`src/arpct_defs.svh`:
```
`ifndef ARPCT_DEFS_SVH
`define ARPCT_DEFS_SVH

// Register indices; byte address is four times the index
`define ARPCT_IDX_MODE    8'hd5
`define ARPCT_IDX_STATUS  8'hd6
`define ARPCT_IDX_CONFIG  8'hd7
`define ARPCT_IDX_RELOAD  8'hd9
`define ARPCT_IDX_COMPARE 8'hda
`define ARPCT_IDX_LOAD    8'hdb

// Mode control register fields
`define ARPCT_MC_LOAD_TRIG 7
`define ARPCT_MC_COUNT_EN  6
`define ARPCT_MC_PWM_OE    5
`define ARPCT_MC_EDGE_IE   4
`define ARPCT_MC_CMP_IE    3
`define ARPCT_MC_OVF_IE    2
`define ARPCT_MC_MODE_HI   1
`define ARPCT_MC_MODE_LO   0

// Status register fields
`define ARPCT_ST_EDGE 2
`define ARPCT_ST_CMP  1
`define ARPCT_ST_OVF  0

// Clock and edge configuration fields
`define ARPCT_CF_PS_HI   7
`define ARPCT_CF_PS_LO   5
`define ARPCT_CF_POL     3
`define ARPCT_CF_EDGE_EN 2
`define ARPCT_CF_CS_HI   1
`define ARPCT_CF_CS_LO   0

// Reset values
`define ARPCT_RST_MODE    8'h00
`define ARPCT_RST_CONFIG  8'h00
`define ARPCT_RST_RELOAD  8'h00
`define ARPCT_RST_COMPARE 8'h00
`define ARPCT_RST_COUNTER 8'h00

// Timing counts: the divide-by-three source ticks on the last of three cycles
`define ARPCT_DIV3_LAST 2'h2

`endif

```
`src/arpct_pkg.sv`:
```
package arpct_pkg;

  // Operating modes, in mode field order
  typedef enum logic [1:0] {
    ARPCT_AUTO_RELOAD,
    ARPCT_CAPTURE,
    ARPCT_CAPTURE_RESET,
    ARPCT_EXT_LOAD
  } arpct_mode_e;

  // Clock sources, in clock select order
  typedef enum logic [1:0] {
    ARPCT_CLK_INT,
    ARPCT_CLK_DIV3,
    ARPCT_CLK_PIN,
    ARPCT_CLK_NONE
  } arpct_clk_e;

  // Pin synchroniser state
  typedef struct packed {
    logic meta;
    logic sync;
    logic last;
  } arpct_sync_s;

  // Timer state
  typedef struct packed {
    logic        count_en;
    logic        pwm_oe;
    logic        edge_ie;
    logic        cmp_ie;
    logic        ovf_ie;
    arpct_mode_e mode;
    logic        edge_flag;
    logic        cmp_flag;
    logic        ovf_flag;
    logic [2:0]  ps_sel;
    logic        edge_pol;
    logic        edge_en;
    arpct_clk_e  clk_sel;
    logic [7:0]  reload;
    logic [7:0]  compare;
    logic [7:0]  counter;
    logic [6:0]  psc;
    logic [1:0]  div3;
    logic        pwm;
    logic [31:0] prdata;
  } arpct_state_s;

endpackage

```
`src/arpct_pin_sync.sv`:
```
`timescale 1ns/1ps
module arpct_pin_sync
(
  // Clock and reset
  input  wire logic clk,
  input  wire logic rst,
  // Asynchronous pin
  input  wire logic pin,
  // Synchronised level and edge pulses
  output logic      level,
  output logic      rise,
  output logic      fall
);

  arpct_pkg::arpct_sync_s state_ff;
  arpct_pkg::arpct_sync_s nxt_state;

  // Two flops before use; the first feeds only the second
  always_comb
  begin
    nxt_state      = state_ff;
    nxt_state.meta = pin;
    nxt_state.sync = state_ff.meta;
    nxt_state.last = state_ff.sync;
  end

  always_ff @(posedge clk or posedge rst)
  begin
    if (rst)
      state_ff <= '0;
    else
      state_ff <= nxt_state;
  end

  // Edges seen between the second and third flop
  assign level = state_ff.sync;
  assign rise  = state_ff.sync & ~state_ff.last;
  assign fall  = ~state_ff.sync & state_ff.last;

endmodule

```
`src/arpct_timer.sv`:
```
// How it works
// RULE1: 8-bit up-counter stepped by prescaler output
// RULE2: Clock from internal, internal/3 or pin
// RULE3: 7-bit prescaler, tap selects 2^n division
// RULE4: Count enable clear freezes prescaler and counter
// RULE5: Reset clears the counter
// RULE6: Load register write loads; read gives count
// RULE7: Every counter load clears the prescaler
// RULE8: Auto-reload overflow reloads and raises output
// RULE9: Compare match lowers output, sets flag
// RULE10: Overflow sets sticky flag, optional interrupt
// RULE11: Software writes reload then trigger plus enable
// RULE12: Capture modes copy count on active edge
// RULE13: Capture mode free-runs; overflow high, match low
// RULE14: Capture-with-reset also clears counter, prescaler
// RULE15: External-load mode loads reload on edge
// RULE16: Software avoids pin clock in capture modes
// RULE17: Software keeps clock settings while running
// RULE18: Software keeps compare above reload value
// RULE19: Writing 06h clears overflow flag only
// RULE20: Keeps running during processor wait
// RULE21: Two-bit field selects one of four modes
// RULE22: Edge detect enable bit and polarity bit
// RULE23: Flags cleared by writing zero; FFh to 00h
// RULE24: Load trigger write-only, reads zero, loads counter
// RULE25: Interrupt is OR of enabled flags
// RULE26: Pin shows timer output only when enabled
//
// Register access over APB and the register offsets were left to the implementer.
`timescale 1ns/1ps
`include "arpct_defs.svh"
module arpct_timer
(
  // Clock and reset
  input  wire logic        clk,
  input  wire logic        rst,
  // APB slave
  input  wire logic        psel,
  input  wire logic        penable,
  input  wire logic        pwrite,
  input  wire logic [11:0] paddr,
  input  wire logic [31:0] pwdata,
  output logic             pready,
  output logic             pslverr,
  output logic [31:0]      prdata,
  // Timer input pin
  input  wire logic        timer_in,
  // Output pin and its ordinary port data
  input  wire logic        port_dout,
  output logic             pwm_pin,
  // Interrupt request
  output logic             timer_irq
);

  arpct_pkg::arpct_state_s state_ff;
  arpct_pkg::arpct_state_s nxt_state;

  // Pin edges from the synchroniser
  logic       pin_rise;
  logic       pin_fall;

  // Register bus decode
  logic       acc_wr;
  logic       setup;
  logic       mapped;
  logic [7:0] idx;
  logic [7:0] wdat;

  // Counting chain
  logic       src_tick;
  logic       cnt_tick;
  logic [6:0] tap_mask;
  logic       overflow;
  logic       edge_evt;
  logic [7:0] cnt_next;
  logic       cmp_hit;

  // Pin synchroniser, also usable as a clock source; the pin is only
  // sampled, so a pin clock above half the clk rate loses edges
  arpct_pin_sync i_arpct_pin_sync
  (
    .clk   (clk),
    .rst   (rst),
    .pin   (timer_in),
    .level (),
    .rise  (pin_rise),
    .fall  (pin_fall)
  );

  // Bus decode; zero wait states so pready is simply the access phase.
  // Only the low byte of pwdata carries data, the rest is ignored.
  // An unmapped or misaligned address answers with pslverr and is
  // otherwise ignored, so a stray write cannot disturb the timer.
  assign idx     = paddr[9:2];
  assign wdat    = pwdata[7:0];
  assign setup   = psel & ~penable;
  assign acc_wr  = psel & penable & pwrite & mapped;
  assign mapped  = (paddr[11:10] == 2'h0) && (paddr[1:0] == 2'h0) &&
                   (idx == `ARPCT_IDX_MODE || idx == `ARPCT_IDX_STATUS ||
                    idx == `ARPCT_IDX_CONFIG || idx == `ARPCT_IDX_RELOAD ||
                    idx == `ARPCT_IDX_COMPARE || idx == `ARPCT_IDX_LOAD);
  assign pready  = psel & penable;
  assign pslverr = psel & penable & ~mapped;
  // Read data comes straight from a flop loaded in the setup cycle
  assign prdata  = state_ff.prdata;

  // Source tick; the pin source is sampled on this clock, so it keeps
  // running without processor activity but needs clk alive.
  // Divide-by-three is a free modulo-3 count, so its first tick after a
  // switch comes within three cycles; the reserved code stops the timer.
  always_comb
  begin
    unique case (state_ff.clk_sel)
      arpct_pkg::ARPCT_CLK_INT:  src_tick = 1'b1; // RULE2 RULE20
      arpct_pkg::ARPCT_CLK_DIV3: src_tick = (state_ff.div3 == `ARPCT_DIV3_LAST);
      arpct_pkg::ARPCT_CLK_PIN:  src_tick = pin_rise;
      arpct_pkg::ARPCT_CLK_NONE: src_tick = 1'b0;
    endcase
  end

  // Tap n passes one tick in 2^n: all lower prescaler bits set.
  // Testing the low bits instead of using a prescaler bit as a clock
  // keeps every step a one-cycle enable on clk, with no derived clocks.
  assign tap_mask = 7'((8'h01 << state_ff.ps_sel) - 8'h01); // RULE3
  assign cnt_tick = state_ff.count_en & src_tick &
                    ((state_ff.psc & tap_mask) == tap_mask); // RULE4 RULE1
  // Overflow is the step from FFh; where the count goes depends on mode
  assign overflow = cnt_tick && (state_ff.counter == 8'hff); // RULE23
  assign cnt_next = overflow ?
                    ((state_ff.mode == arpct_pkg::ARPCT_AUTO_RELOAD) ?
                     state_ff.reload : 8'h00) :
                    8'(state_ff.counter + 8'h01);
  // Compare looks at the value about to be stored, so flag, pin and
  // counter all change on the same edge; software and edge loads never match
  assign cmp_hit  = cnt_tick && (cnt_next == state_ff.compare); // RULE9
  // Enable gates edge detection; polarity picks rising or falling
  assign edge_evt = state_ff.edge_en &
                    (state_ff.edge_pol ? pin_fall : pin_rise); // RULE22

  // Next state: counting first, then edge actions, then software loads
  always_comb
  begin
    nxt_state      = state_ff;

    // Divide-by-three count runs whatever the enable
    nxt_state.div3 = (state_ff.div3 == `ARPCT_DIV3_LAST) ? 2'h0 :
                     2'(state_ff.div3 + 2'h1);

    // Counting path
    if (state_ff.count_en && src_tick)
      nxt_state.psc = 7'(state_ff.psc + 7'h01); // RULE3
    if (cnt_tick)
    begin
      nxt_state.counter = cnt_next; // RULE1
      // An auto-reload is a counter load, so the prescaler restarts too
      if (overflow && state_ff.mode == arpct_pkg::ARPCT_AUTO_RELOAD)
        nxt_state.psc = 7'h00; // RULE8 RULE7
    end

    // Output: overflow raises, match lowers; match wins if both, so a
    // compare value equal to the reload value holds the output low in auto-reload mode
    if (overflow)
      nxt_state.pwm = 1'b1; // RULE8 RULE13
    if (cmp_hit)
      nxt_state.pwm = 1'b0; // RULE9 RULE13

    // Edge actions by mode; a capture takes the count before this
    // cycle's step, and in auto-reload mode an edge only sets its flag
    if (edge_evt)
    begin
      unique case (state_ff.mode)
        arpct_pkg::ARPCT_AUTO_RELOAD: ;
        arpct_pkg::ARPCT_CAPTURE:
          nxt_state.reload = state_ff.counter; // RULE12
        arpct_pkg::ARPCT_CAPTURE_RESET:
        begin
          nxt_state.reload  = state_ff.counter; // RULE12
          nxt_state.counter = 8'h00; // RULE14
          nxt_state.psc     = 7'h00; // RULE14
        end
        arpct_pkg::ARPCT_EXT_LOAD:
        begin
          nxt_state.counter = state_ff.reload; // RULE15
          nxt_state.psc     = 7'h00; // RULE7
        end
      endcase
    end

    // Register writes take effect on the access edge. They come last,
    // so a software load beats a count step or an edge in one cycle
    if (acc_wr)
    begin
      if (idx == `ARPCT_IDX_MODE)
      begin
        nxt_state.count_en = wdat[`ARPCT_MC_COUNT_EN];
        nxt_state.pwm_oe   = wdat[`ARPCT_MC_PWM_OE];
        nxt_state.edge_ie  = wdat[`ARPCT_MC_EDGE_IE];
        nxt_state.cmp_ie   = wdat[`ARPCT_MC_CMP_IE];
        nxt_state.ovf_ie   = wdat[`ARPCT_MC_OVF_IE];
        nxt_state.mode     = arpct_pkg::arpct_mode_e'(
                               wdat[`ARPCT_MC_MODE_HI:`ARPCT_MC_MODE_LO]); // RULE21
        if (wdat[`ARPCT_MC_LOAD_TRIG])
        begin
          nxt_state.counter = state_ff.reload; // RULE24
          nxt_state.psc     = 7'h00; // RULE7
        end
      end

      // Reserved config bit 4 is not stored and reads zero
      if (idx == `ARPCT_IDX_CONFIG)
      begin
        nxt_state.ps_sel   = wdat[`ARPCT_CF_PS_HI:`ARPCT_CF_PS_LO];
        nxt_state.edge_pol = wdat[`ARPCT_CF_POL];
        nxt_state.edge_en  = wdat[`ARPCT_CF_EDGE_EN];
        nxt_state.clk_sel  = arpct_pkg::arpct_clk_e'(
                               wdat[`ARPCT_CF_CS_HI:`ARPCT_CF_CS_LO]);
      end

      // A capture in the same cycle beats a software reload write
      if (idx == `ARPCT_IDX_RELOAD && !(edge_evt &&
          (state_ff.mode == arpct_pkg::ARPCT_CAPTURE ||
           state_ff.mode == arpct_pkg::ARPCT_CAPTURE_RESET)))
        nxt_state.reload = wdat;
      if (idx == `ARPCT_IDX_COMPARE)
        nxt_state.compare = wdat;

      // Load register write: the counter takes the value at once
      if (idx == `ARPCT_IDX_LOAD)
      begin
        nxt_state.counter = wdat; // RULE6
        nxt_state.psc     = 7'h00; // RULE7
      end
    end

    // Sticky flags: write zero clears, one keeps, and a new event wins
    // Setting after the clear keeps an overflow that meets a 06h write
    if (acc_wr && idx == `ARPCT_IDX_STATUS)
    begin
      nxt_state.edge_flag = state_ff.edge_flag & wdat[`ARPCT_ST_EDGE]; // RULE23 RULE19
      nxt_state.cmp_flag  = state_ff.cmp_flag & wdat[`ARPCT_ST_CMP]; // RULE23
      nxt_state.ovf_flag  = state_ff.ovf_flag & wdat[`ARPCT_ST_OVF]; // RULE23
    end
    if (edge_evt)
      nxt_state.edge_flag = 1'b1; // RULE12
    if (cmp_hit)
      nxt_state.cmp_flag = 1'b1; // RULE9
    if (overflow)
      nxt_state.ovf_flag = 1'b1; // RULE10

    // Read data captured in the setup cycle, valid through the access
    // Writes and unmapped reads leave zero, so stale data never shows
    if (setup)
    begin
      nxt_state.prdata = 32'h0;
      if (!pwrite && mapped)
      begin
        unique case (idx)
          // Load trigger is write-only and always reads zero
          `ARPCT_IDX_MODE:
            nxt_state.prdata[7:0] = {1'b0, state_ff.count_en, state_ff.pwm_oe, // RULE24
                                     state_ff.edge_ie, state_ff.cmp_ie,
                                     state_ff.ovf_ie, state_ff.mode};
          `ARPCT_IDX_STATUS:
            nxt_state.prdata[7:0] = {5'h00, state_ff.edge_flag,
                                     state_ff.cmp_flag, state_ff.ovf_flag};
          `ARPCT_IDX_CONFIG:
            nxt_state.prdata[7:0] = {state_ff.ps_sel, 1'b0, state_ff.edge_pol,
                                     state_ff.edge_en, state_ff.clk_sel};
          `ARPCT_IDX_RELOAD:  nxt_state.prdata[7:0] = state_ff.reload;
          `ARPCT_IDX_COMPARE: nxt_state.prdata[7:0] = state_ff.compare;
          // Load register read gives the live count
          `ARPCT_IDX_LOAD:    nxt_state.prdata[7:0] = state_ff.counter; // RULE6
          default:            nxt_state.prdata[7:0] = 8'h00;
        endcase
      end
    end
  end

  // State register; the reset branch loads constants only, with the
  // enum fields named so the reset state reads clearly
  always_ff @(posedge clk or posedge rst)
  begin
    if (rst)
    begin
      state_ff          <= '0;
      state_ff.mode     <= arpct_pkg::ARPCT_AUTO_RELOAD;
      state_ff.clk_sel  <= arpct_pkg::ARPCT_CLK_INT;
      state_ff.reload   <= `ARPCT_RST_RELOAD;
      state_ff.compare  <= `ARPCT_RST_COMPARE;
      state_ff.counter  <= `ARPCT_RST_COUNTER; // RULE5
    end
    else
      state_ff <= nxt_state;
  end

  // Interrupt is a level held until the flags are cleared
  // There is no pulse stretching: the request goes as soon as software
  // clears the flag or its enable
  assign timer_irq = (state_ff.edge_flag & state_ff.edge_ie) |
                     (state_ff.cmp_flag & state_ff.cmp_ie) |
                     (state_ff.ovf_flag & state_ff.ovf_ie); // RULE25

  // Pin falls back to its port function when the output is disabled
  // The mux is combinational, so the port data reaches the pin at once
  assign pwm_pin = state_ff.pwm_oe ? state_ff.pwm : port_dout; // RULE26

endmodule

```
`config.mk`:
```
export PLATFORM = sky130hd
export DESIGN_NAME = arpct_timer
export DESIGN_NICKNAME = d
export VERILOG_FILES = /design/src/arpct_pkg.sv /design/src/arpct_pin_sync.sv /design/src/arpct_timer.sv
export VERILOG_INCLUDE_DIRS = /design/src
export SDC_FILE = /design/constraint.sdc
export NUM_CORES = 1
export LEC_CHECK = 0
export BUFFER_PORTS_ARGS = -buffer_cell sky130_fd_sc_hd__buf_2
export CAP_MARGIN = 20
export CORE_ASPECT_RATIO = 0.8
export CORE_MARGIN = 2
export CORE_UTILIZATION = 45
export DETAILED_ROUTE_END_ITERATION = 8
export GPL_TIMING_DRIVEN = 0
export PLACE_DENSITY = 0.69
export SETUP_SLACK_MARGIN = 0.4
export SYNTH_ARGS = -nofsm -noshare
export SYNTH_HDL_FRONTEND = slang
export SYNTH_SLANG_ARGS = --single-unit
```
`constraint.sdc`:
```
create_clock -name clk -period 4.8 [get_ports clk]
set_input_delay 0.96 -clock clk [delete_from_list [all_inputs] [get_ports clk]]
set_output_delay 0.96 -clock clk [all_outputs]
set_load 0.05 [all_outputs]
```
==> results of run 1 <==
[routing by layer]
metal | part of all wire (%) | routed length [um] | vias to the layer above
li1 | - | - | 1590
met1 | 46 | 4760 | 1622
met2 | 44 | 4490 | 116
met3 | 7.5 | 773 | 20
met4 | 2.6 | 265 | 0
met5 | 0 | 0 | -
[layout by cell type (no fill, tap or decap), drive strengths merged, types with 5 or more instances in the layout]
| master | synthesis | final |
|---|---|---|
| a31oi | 7 | 7 |
| nor2b | 5 | 5 |
| nand2 | 28 | 28 |
| nand3 | 9 | 9 |
| xnor2 | 6 | 6 |
| a22oi | 8 | 8 |
| dfrtp | 62 | 62 |
| nor3 | 12 | 12 |
| a221oi | 9 | 9 |
| nand4 | 7 | 7 |
| o21ai | 21 | 21 |
| inv | 8 | 8 |
| a211oi | 6 | 6 |
| ha | 6 | 6 |
| a221o | 8 | 8 |
| nor2 | 44 | 44 |
| nand2b | 7 | 7 |
| conb | 1 | 24 |
| clkbuf | 5 | 15 |
| buf | 39 | 78 |
| mux2i | 8 | 8 |
| mux2 | 20 | 20 |
| a21oi | 22 | 22 |
| xor2 | 8 | 8 |
[worst reg2reg max path, delay by kind of cell, from the launching register on]
kind | cells | cell delay, ps
AO/OA/AOI/OAI | 3 | 930
adder cells (fa/ha/maj) | 1 | 300
buffers and inverters | 2 | 400
flip-flops | 1 | 420
AND/OR/NAND/NOR | 5 | 1340
[cell usage after synthesis (3+ instances only)]
cell type | number | area [um2]
nor3_1 | 7 | 35.0
nor3_2 | 5 | 50.1
ha_1 | 6 | 75.1
xnor2_1 | 6 | 52.6
mux2i_1 | 8 | 80.1
nand3b_1 | 3 | 22.5
nand2_1 | 28 | 105
or3_1 | 3 | 18.8
a22oi_1 | 8 | 60.1
nor2_1 | 43 | 161
xor2_1 | 8 | 70.1
mux2_1 | 4 | 45.0
a221oi_1 | 8 | 70.1
mux2_2 | 16 | 180
buf_2 | 5 | 25.0
clkbuf_1 | 5 | 18.8
o21ai_0 | 20 | 100
nand2b_1 | 7 | 43.8
buf_4 | 32 | 240
and3_1 | 3 | 18.8
nand4_1 | 7 | 43.8
dfrtp_1 | 62 | 1550
a21oi_1 | 21 | 105
a222oi_1 | 3 | 30.0
nand3_1 | 9 | 45.0
a211oi_1 | 6 | 45.0
a21o_1 | 3 | 22.5
and4b_1 | 3 | 30.0
a31oi_1 | 7 | 43.8
inv_1 | 8 | 30.0
nor2b_1 | 5 | 31.3
a221o_1 | 8 | 80.1
[metrics by stage]
stage                     total power [W]  util [%]  instances  hold WS [ps]  area [um2]
after global routing              0.00153      53.9        594           366        4530
after CTS                         0.00146      53.9        594           353        4530
after global placement           0.000943      51.1        577           341        4290
after floorplan                  0.000875         -        427           331        3960
final                             0.00146      53.9        594           349        4530
after detailed placement         0.000954      51.3        578           339        4310
[sequential cells by signal (all words and copies together), names as in the netlist]
signal                      flops
i_arpct_pin_sync.level          1
i_arpct_pin_sync.state_ff       1
state_ff                       51
i_arpct_pin_sync.nxt_state      1
prdata                          8
[layout make-up]
cell class | count | area share (%)
repair buffers | 39 | 4.64
multi-input cells | 313 | 46.0
well taps | 112 | 3.09
flip-flops and latches | 62 | 34.3
clock inverters | 6 | 1.91
plain buffers | 44 | 6.60
clock buffers | 10 | 2.82
inverters | 8 | 0.663
[worst paths after layout]
| kind | startpoint | to | slack, ps | depth (start not counted) |
|---|---|---|---|---|
| worst max-delay path | state_ff[71] | state_ff[32] | 1290 | 11 |
| worst min-delay path | i_arpct_pin_sync.nxt_state[1] | i_arpct_pin_sync.level | 350 | 0 |
| worst max register to register | state_ff[71] | state_ff[32] | 1290 | 11 |
| worst min register to register | i_arpct_pin_sync.nxt_state[1] | i_arpct_pin_sync.level | 350 | 0 |
| max in group asynchronous | rst | state_ff[49] | 3410 | 3 |
| min in group asynchronous | rst | state_ff[66] | 770 | 2 |
[power groups by stage]
stage / Clock (W) / Sequential, W / Combinational, W
after floorplan: 0 / 0.000609 / 0.000266
after global placement: 0 / 0.000624 / 0.000319
after detailed placement: 0 / 0.000626 / 0.000328
after CTS: 0.000513 / 0.000616 / 0.000329
after global routing: 0.000539 / 0.000624 / 0.000365
final: 0.000506 / 0.000619 / 0.000333
[cell families after synthesis]
kind of cell | after synthesis | synth area share (%)
XOR/XNOR | 14 | 3.16
AO/OA/AOI/OAI | 106 | 20.2
adder cells (fa/ha/maj) | 6 | 1.94
AND/OR/NAND/NOR | 135 | 18.3
flip-flops | 62 | 40.0
other | 1 | 0.0967
buffers and inverters | 52 | 8.49
multiplexers | 28 | 7.87
==> results.yml, run 1 <==
outcome:
  status: "finished clean"
timing:
  slew_headroom_pct: 38.5
  setup_viol: 0
  final.period_utilization_pct: 73.2
  finalSetupTns_ps: 0
  grt_setup_unrepaired: "no"
  fin_crit_ps: 3510
  max_freq_mhz: 285
  worst_slew_pin_slew_ps: 917
  skew_ps: 11.5
  hold_violations: 0
  slew_violations: 0
  setup_ws_ps: 1290
cells_and_area:
  layout-drive-gt1-share_pct: 25.5
  multi_input_area_um2: 2080
  antenna_cells: 0
  area_delta_synth_final_pct: 16.8
  regArea_um2: 1550
  fillCellCount: 824
  final_nets: 534
logic_synthesis:
  synthArstFlopShare_pct: 100
  yosysWarnings: 0
  ys_seq_elements: 62
  netlist_area_um2: 3880
  synth_edf_count: 0
  syn_avg_cell_area_um2: 9.60
  synthCells: 404
  synthFlopType: "dfrtp_1"
  yosysUniqueCellTypes: 64
  yosysSeqAreaShare_pct: 40.0
pwr:
  clockPowerShare_pct: 34.7
  pwr_density_cell_nw_per_um2: 322
  power_frac_seq_pct: 42.5
  p_leak_nw: 2.18
  switching_power_w: 0.000466
  switching_share_pct: 31.9
  ir_drop_uv: 212
  p_int_w: 0.000992
  combPwrFrac_pct: 22.8
worst_setup_path:
  cp.arrival_ps: 3730
  crit_family: "simple AND/OR/NAND/NOR gates"
  worstSetupPathType: "register to register"
  slowest_stage: "a211oi_1"
  cpPeakStageDelay_ps: 540
  critPathBufInv: 2
  crit_path_end_kind: "register"
  cp_cell_sequence: "buf_2 -> or3_1 -> ha_1 -> and4b_1 -> a211oi_1 -> o211ai_4 -> nor2_4 -> buf_6 -> nand4_1 -> nor3_1 -> a21oi_1"
  crit_required_ps: 5020
  cp-start-kind: "register"
  path_max_fanout: 10
clock_network:
  cts_root_buf: "clkbuf_8"
  cts_sinks: 62
  clk_pin_slew_worst_paths_ps: 70
  ctsHoldBuffers: 0
  htreeDepth: 3
  clockBufferDepth: 2
  tritoncts: "built"
  post-cts-setup-buffer-count: 0
  clk_latency_ps: 350
  ctsResizeCount: 0
  cts_buffers: 9
global_route:
  met2_usage_pct: 33.6
  globalRouteOverflowTotal: 0
  busiest_layer: "met2"
  grt_pass1_wl_um: 16400
  antenna_found_initial: 0
  grt_max_degree: 39
  grtUsageMet3_pct: 5.91
  track_usage_pct: 23.2
  grt_pass1_vias: 3110
  grtUsageMet1_pct: 33.4
route:
  drt_iter0_drc: 295
  drt_wl_total_um: 10300
  antenna_left: 0
  routed_via_density: 5.64
  vias: 3348
  dr.pass1.iters: 5
  wl_per_cell_um: 17.3
  drc: 0
place:
  io_buffers: 38
  dpl_worst_slack_ps: 1200
  dp_hpwl_um: 7600
  place_congestion: 0.957
die:
  die_width_um: 108
  num_io_pins: 87
  design.die.area_um2: 9380
  core_area_um2: 8410
  start_util_pct: 46.1
  num_rows: 30
  die_y_um: 87.0
worst_hold_path:
  min_path_type: "register to register"
run:
  cap_violations: 0
Note: power is estimated with default switching activity, not from simulation.
==> run 2, diff against run 1 <==
==> constraint.sdc (replaced) <==
create_clock -name clk -period 3.6 [get_ports clk]
set_input_delay 0.72 -clock clk [delete_from_list [all_inputs] [get_ports clk]]
set_output_delay 0.72 -clock clk [all_outputs]
set_load 0.05 [all_outputs]
==> run 2 against run 1 <==
Against the previous run:
- clock skew about the same
- count of clock-buffer cells in the layout is the same
- via count up 2.3%
- die area unchanged
- sequential share of layout area down 0.44 points
- clock power is 34% higher
- sequential power grew 33%
- register-to-register slack worse by 720 ps
- utilization grew 0.70 points
- cell count increased by 0.34%
- cell area up 1.3%
- largest power group unchanged
- highest routed layer unchanged
==> results.yml, run 2 (synthesized netlist as in run 1, its figures left out) <==
worst_setup_path:
  crit_family: "simple AND/OR/NAND/NOR gates"
  reg2reg_to: "state_ff[44]"
  cp_cell_sequence: "buf_2 -> and4b_1 -> nand3b_1 -> nor2_1 -> a21oi_1 -> o21ai_1 -> nor3_1 -> a221o_1"
  crit_path_end_kind: "register"
  path_max_fanout: 9
  cpPeakStageDelay_ps: 750
  crit_required_ps: 3840
  worstSetupPathType: "primary input to register"
  r2r_cells: 11
  critPathBufInv: 1
  rr_startpoint: "state_ff[71]"
  cp-start-kind: "primary input"
  r2r_slack_ps: 570
  cp.arrival_ps: 3310
  slowest_stage: "o21ai_1"
timing:
  finalSetupTns_ps: 0
  worst_slew_pin_slew_ps: 929
  slew_violations: 0
  fin_crit_ps: 3070
  slew_headroom_pct: 37.8
  grt_setup_unrepaired: "no"
  final.period_utilization_pct: 85.1
  setup_viol: 0
  max_freq_mhz: 326
  skew_ps: 11.6
  hold_violations: 0
global_route:
  globalRouteOverflowTotal: 0
  grt_pass1_wl_um: 16500
  grt_pass1_vias: 3128
  track_usage_pct: 23.3
  grt_max_degree: 39
  antenna_found_initial: 0
pwr:
  combPwrFrac_pct: 22.9
  p_leak_nw: 2.21
  switching_power_w: 0.000627
  p_int_w: 0.00132
  clockPowerShare_pct: 34.7
  ir_drop_uv: 286
  switching_share_pct: 32.1
  power_frac_seq_pct: 42.3
  pwr_density_cell_nw_per_um2: 425
die:
  start_util_pct: 46.1
  die_y_um: 87.0
  num_rows: 30
  num_io_pins: 87
  die_width_um: 108
  design.die.area_um2: 9380
  core_area_um2: 8410
cells_and_area:
  final_nets: 536
  largest-register: "state_ff"
  final_cell_mix: "dfrtp_1, nor2_1, buf_2, buf_4, nand2_1"
  layout_commonest_cell: "dfrtp_1"
  fin_area_um2: 4590
  area_delta_synth_final_pct: 18.3
  largest_register_ffs: 51
  antenna_cells: 0
  layout-drive-gt1-share_pct: 27.3
  fillCellCount: 816
place:
  place_area_um2: 4310
  io_buffers: 38
  place_congestion: 0.957
  dp_hpwl_um: 7600
route:
  drc: 0
  drt_wl_total_um: 10400
  dr.pass1.iters: 5
  antenna_left: 0
  wl_per_cell_um: 17.5
  vias: 3425
  drt_iter0_drc: 348
  routed_via_density: 5.75
clock_network:
  cts_sinks: 62
  clockBufferDepth: 2
  tritoncts: "built"
  cts_buffers: 9
  htreeDepth: 3
  clk_latency_ps: 350
  clk_pin_slew_worst_paths_ps: 70
  cts_root_buf: "clkbuf_8"
worst_hold_path:
  holdPathStages: 0
  min_path_type: "register to register"
  hold_start: "i_arpct_pin_sync.nxt_state[1]"
  min_to: "i_arpct_pin_sync.level"
run:
  cap_violations: 0
outcome:
  status: "finished clean"
run 2: changes by cell type in the layout (fill, tap and decap cells not counted), sizes merged:
cell    previous run  this run
clkbuf            15        16
buf               78        79
run 2: worst max path at each step:
stage | cells after the start | startpoint | slack, ps | end
2_1_floorplan | 10 | state_ff[71] | 720 | state_ff[74]
3_3_place_gp | 11 | state_ff[71] | 200 | state_ff[32]
3_5_place_dp | 11 | state_ff[71] | 150 | state_ff[32]
4_1_cts | 11 | state_ff[71] | 430 | state_ff[32]
5_1_grt | 11 | state_ff[71] | 440 | state_ff[32]
6_report | 8 | paddr[7] | 530 | state_ff[44]
run 2: layout make-up:
type	count	area, um2	area share [%]
clock buffer	10	128	2.78
clock inverter	6	86.3	1.88
tap	112	140	3.06
buffer	44	303	6.60
inverter	8	30.0	0.655
sequential	62	1550	33.8
timing repair buffer	41	225	4.91
multi-input combinational	313	2120	46.3
run 2: through the flow:
stage               cells  util (%)  total power (W)  setup slack, ps  hold WS [ps]
floorplan             427         -          0.00117              722           331
finish                596      54.6          0.00195              535           349
global route          596      54.6          0.00204              439           366
CTS                   594      54.1          0.00195              432           353
detailed placement    578      51.3          0.00127              150           339
global placement      577      51.1          0.00126              195           341
run 2: routing by layer:
| metal | routed length [um] | up-vias | track usage [%] |
|---|---|---|---|
| met5 | 0 | - | 0 |
| met4 | 295 | 0 | 8.86 |
| met3 | 868 | 23 | 6.13 |
| met2 | 4540 | 155 | 33.7 |
| met1 | 4750 | 1656 | 33.3 |
| li1 | - | 1591 | - |
run 2: timing repair:
action	in CTS	in global routing
hold buffers	0	0
gates resized for setup	4	7
pin swaps	0	2
endpoints found under the setup margin	8	10
buffers inserted	0	2
endpoints found under the hold margin	0	0
run 2: power groups by stage:
stage                     sequential [W]  combinational (W)  clock [W]
final                           0.000825           0.000447   0.000677
after global placement          0.000832           0.000425          0
after global routing            0.000834           0.000491   0.000718
after CTS                       0.000823           0.000442   0.000684
after floorplan                 0.000812           0.000355          0
after detailed placement        0.000835           0.000437          0
run 2: worst register-to-register path: cells and delay by family, from the launching register on:
family,cells,cell delay (ps)
simple gates,5,1080
compound gates,3,820
flops,1,410
buf+inv,2,370
fa+ha+maj,1,240
==> run 3, diff against run 2 <==
--- a/config.mk
+++ b/config.mk
@@ -14,7 +14,7 @@
 export DETAILED_ROUTE_END_ITERATION = 8
 export GPL_TIMING_DRIVEN = 0
 export PLACE_DENSITY = 0.69
-export SETUP_SLACK_MARGIN = 0.4
+export SETUP_SLACK_MARGIN = 0.3
 export SYNTH_ARGS = -nofsm -noshare
 export SYNTH_HDL_FRONTEND = slang
 export SYNTH_SLANG_ARGS = --single-unit
==> constraint.sdc (replaced) <==
create_clock -name clk -period 3.6 [get_ports clk]
set_input_delay 0.72 -clock clk [delete_from_list [all_inputs] [get_ports clk]]
set_output_delay 0.72 -clock clk [all_outputs]
set_load 0.02 [all_outputs]
==> run 3 against run 2 <==
Against the previous run:
- utilization is 0.15 points lower
- worst setup slack worse by 78 ps
- global-route usage hardly changed
- die area stayed put
- routed wire length is 0.52% lower
- critical endpoint is now state_ff[32]
- register-to-register slack worse by 110 ps
- clock skew about the same
- first-iteration DRC count shrank 2.9%
- worst hold slack about the same
- clock power hardly changed
- count of clock-buffer cells in the layout unchanged
- sequential share of layout area grew 0.093 points
==> results.yml, run 3 (synthesized netlist as in run 1, its figures left out) <==
outcome:
  status: "finished clean"
pwr:
  switching_share_pct: 30.9
  p_leak_nw: 2.19
  pwr_density_cell_nw_per_um2: 418
  p_int_w: 0.00132
  clockPowerShare_pct: 35.4
  ir_drop_uv: 279
  switching_power_w: 0.000591
  combPwrFrac_pct: 21.5
  power_frac_seq_pct: 43.2
clock_network:
  cts_buffers: 9
  htreeDepth: 3
  cts_sinks: 62
  clk_pin_slew_worst_paths_ps: 70
  clockBufferDepth: 2
  tritoncts: "built"
  clk_latency_ps: 350
  cts_root_buf: "clkbuf_8"
route:
  wl_per_cell_um: 17.4
  drt_iter0_drc: 338
  routed_via_density: 5.69
  drt_wl_total_um: 10400
  drc: 0
  vias: 3393
  dr.pass1.iters: 5
  antenna_left: 0
worst_setup_path:
  reg2reg_to: "state_ff[32]"
  cp_cell_sequence: "buf_2 -> or3_1 -> ha_1 -> and4b_1 -> a211oi_4 -> o211ai_4 -> nor2_4 -> buf_6 -> nand4_1 -> nor3_2 -> a21oi_1"
  crit_path_end_kind: "register"
  worstSetupPathType: "register to register"
  r2r_slack_ps: 460
  slowest_stage: "dfrtp_1"
  path_max_fanout: 10
  cp-start-kind: "register"
  r2r_cells: 11
  crit_required_ps: 3830
  rr_startpoint: "state_ff[71]"
  cp.arrival_ps: 3370
  cpPeakStageDelay_ps: 410
cells_and_area:
  post-route-util_pct: 54.4
  multi_input_area_um2: 2110
  largest-register: "state_ff"
  area_delta_synth_final_pct: 18.0
  antenna_cells: 0
  final_nets: 536
  fillCellCount: 815
  layout_commonest_cell: "dfrtp_1"
  regArea_um2: 1550
  instances_no_fill: 596
  final_cell_mix: "dfrtp_1, buf_2, nor2_1, buf_4, nand2_1"
  largest_register_ffs: 51
  layout-drive-gt1-share_pct: 26.9
timing:
  fin_crit_ps: 3140
  grt_setup_unrepaired: "no"
  hold_violations: 0
  setup_viol: 0
  max_freq_mhz: 318
  skew_ps: 11.3
  finalSetupTns_ps: 0
  slew_violations: 0
  worst_slew_pin_slew_ps: 918
  fin_hold_ws_ps: 349
  slew_headroom_pct: 38.5
  final.period_utilization_pct: 87.3
  setup_ws_ps: 456
die:
  die_width_um: 108
  num_rows: 30
  num_io_pins: 87
  die_y_um: 87.0
  start_util_pct: 46.1
  core_area_um2: 8410
  design.die.area_um2: 9380
place:
  place_inst: 578
  dpl_worst_slack_ps: 150
  io_buffers: 38
  place_congestion: 0.957
  dp_hpwl_um: 7600
worst_hold_path:
  min_to: "i_arpct_pin_sync.level"
  holdPathStages: 0
  min_path_type: "register to register"
  hold_start: "i_arpct_pin_sync.nxt_state[1]"
global_route:
  grt_pass1_vias: 3125
  antenna_found_initial: 0
  grt_pass1_wl_um: 16500
  grt_max_degree: 39
  globalRouteOverflowTotal: 0
  track_usage_pct: 23.2
run:
  cap_violations: 0
run 3: cell types whose count changed in the layout (fill, tap and decap cells not counted):
cell / delta
buf_2: +1
clkbuf_4: -1
clkbuf_1: +1
nor3_4: -1
nor3_2: +1
ha_2: -1
ha_1: +1
clkbuf_2: -1
run 3: power by group through the flow:
stage / clock [W] / combinational (W) / sequential [W]
floorplan: 0 / 0.000318 / 0.000812
detailed placement: 0 / 0.000400 / 0.000835
CTS: 0.000684 / 0.000402 / 0.000823
finish: 0.000677 / 0.000410 / 0.000826
global placement: 0 / 0.000388 / 0.000832
global route: 0.000718 / 0.000454 / 0.000834
run 3: worst max-delay path by stage:
stage / cells past startpoint / endpoint / startpoint / slack (ps)
floorplan: 10 / state_ff[74] / state_ff[71] / 720
global placement: 11 / state_ff[32] / state_ff[71] / 200
detailed placement: 11 / state_ff[32] / state_ff[71] / 150
CTS: 11 / state_ff[32] / state_ff[71] / 310
global route: 11 / state_ff[32] / state_ff[72] / 310
finish: 11 / state_ff[32] / state_ff[71] / 460
run 3: worst max-delay path: cells and delay by family (launching register included):
family	cells	cell delay (ps)
compound gates	3	650
fa+ha+maj	1	300
buf+inv	2	380
flops	1	410
simple gates	5	1270
run 3: routing by layer:
metal  wire length (um)  vias up  part of all wire (%)  GRT usage, %
met1               4970     1661                    48          33.2
met5                  0        -                     0             0
met2               4540      118                    44          33.7
li1                   -     1595                     -             -
met3                636       19                   6.1          6.13
met4                243        0                   2.3          8.86
run 3: repair_timing:
action,CTS,global route
pin swaps,0,1
buffers inserted,0,2
endpoints found under the hold margin,0,0
endpoints found under the setup margin,2,2
hold buffers,0,0
resized for setup,3,3
run 3: area by class of cell:
cell class	instances	share of cell area, %
clock buffer	10	2.79
clock inverter	6	1.89
sequential	62	33.9
timing repair buffer	41	4.92
multi-input combinational	313	46.2
inverter	8	0.656
buffer	44	6.54
tap	112	3.06
run 3: through the flow:
stage                     total power, W  instance area, um2
after floorplan                  0.00113                3960
after global placement           0.00122                4290
after detailed placement         0.00123                4310
after CTS                        0.00191                4540
after global routing             0.00201                4570
final                            0.00191                4570
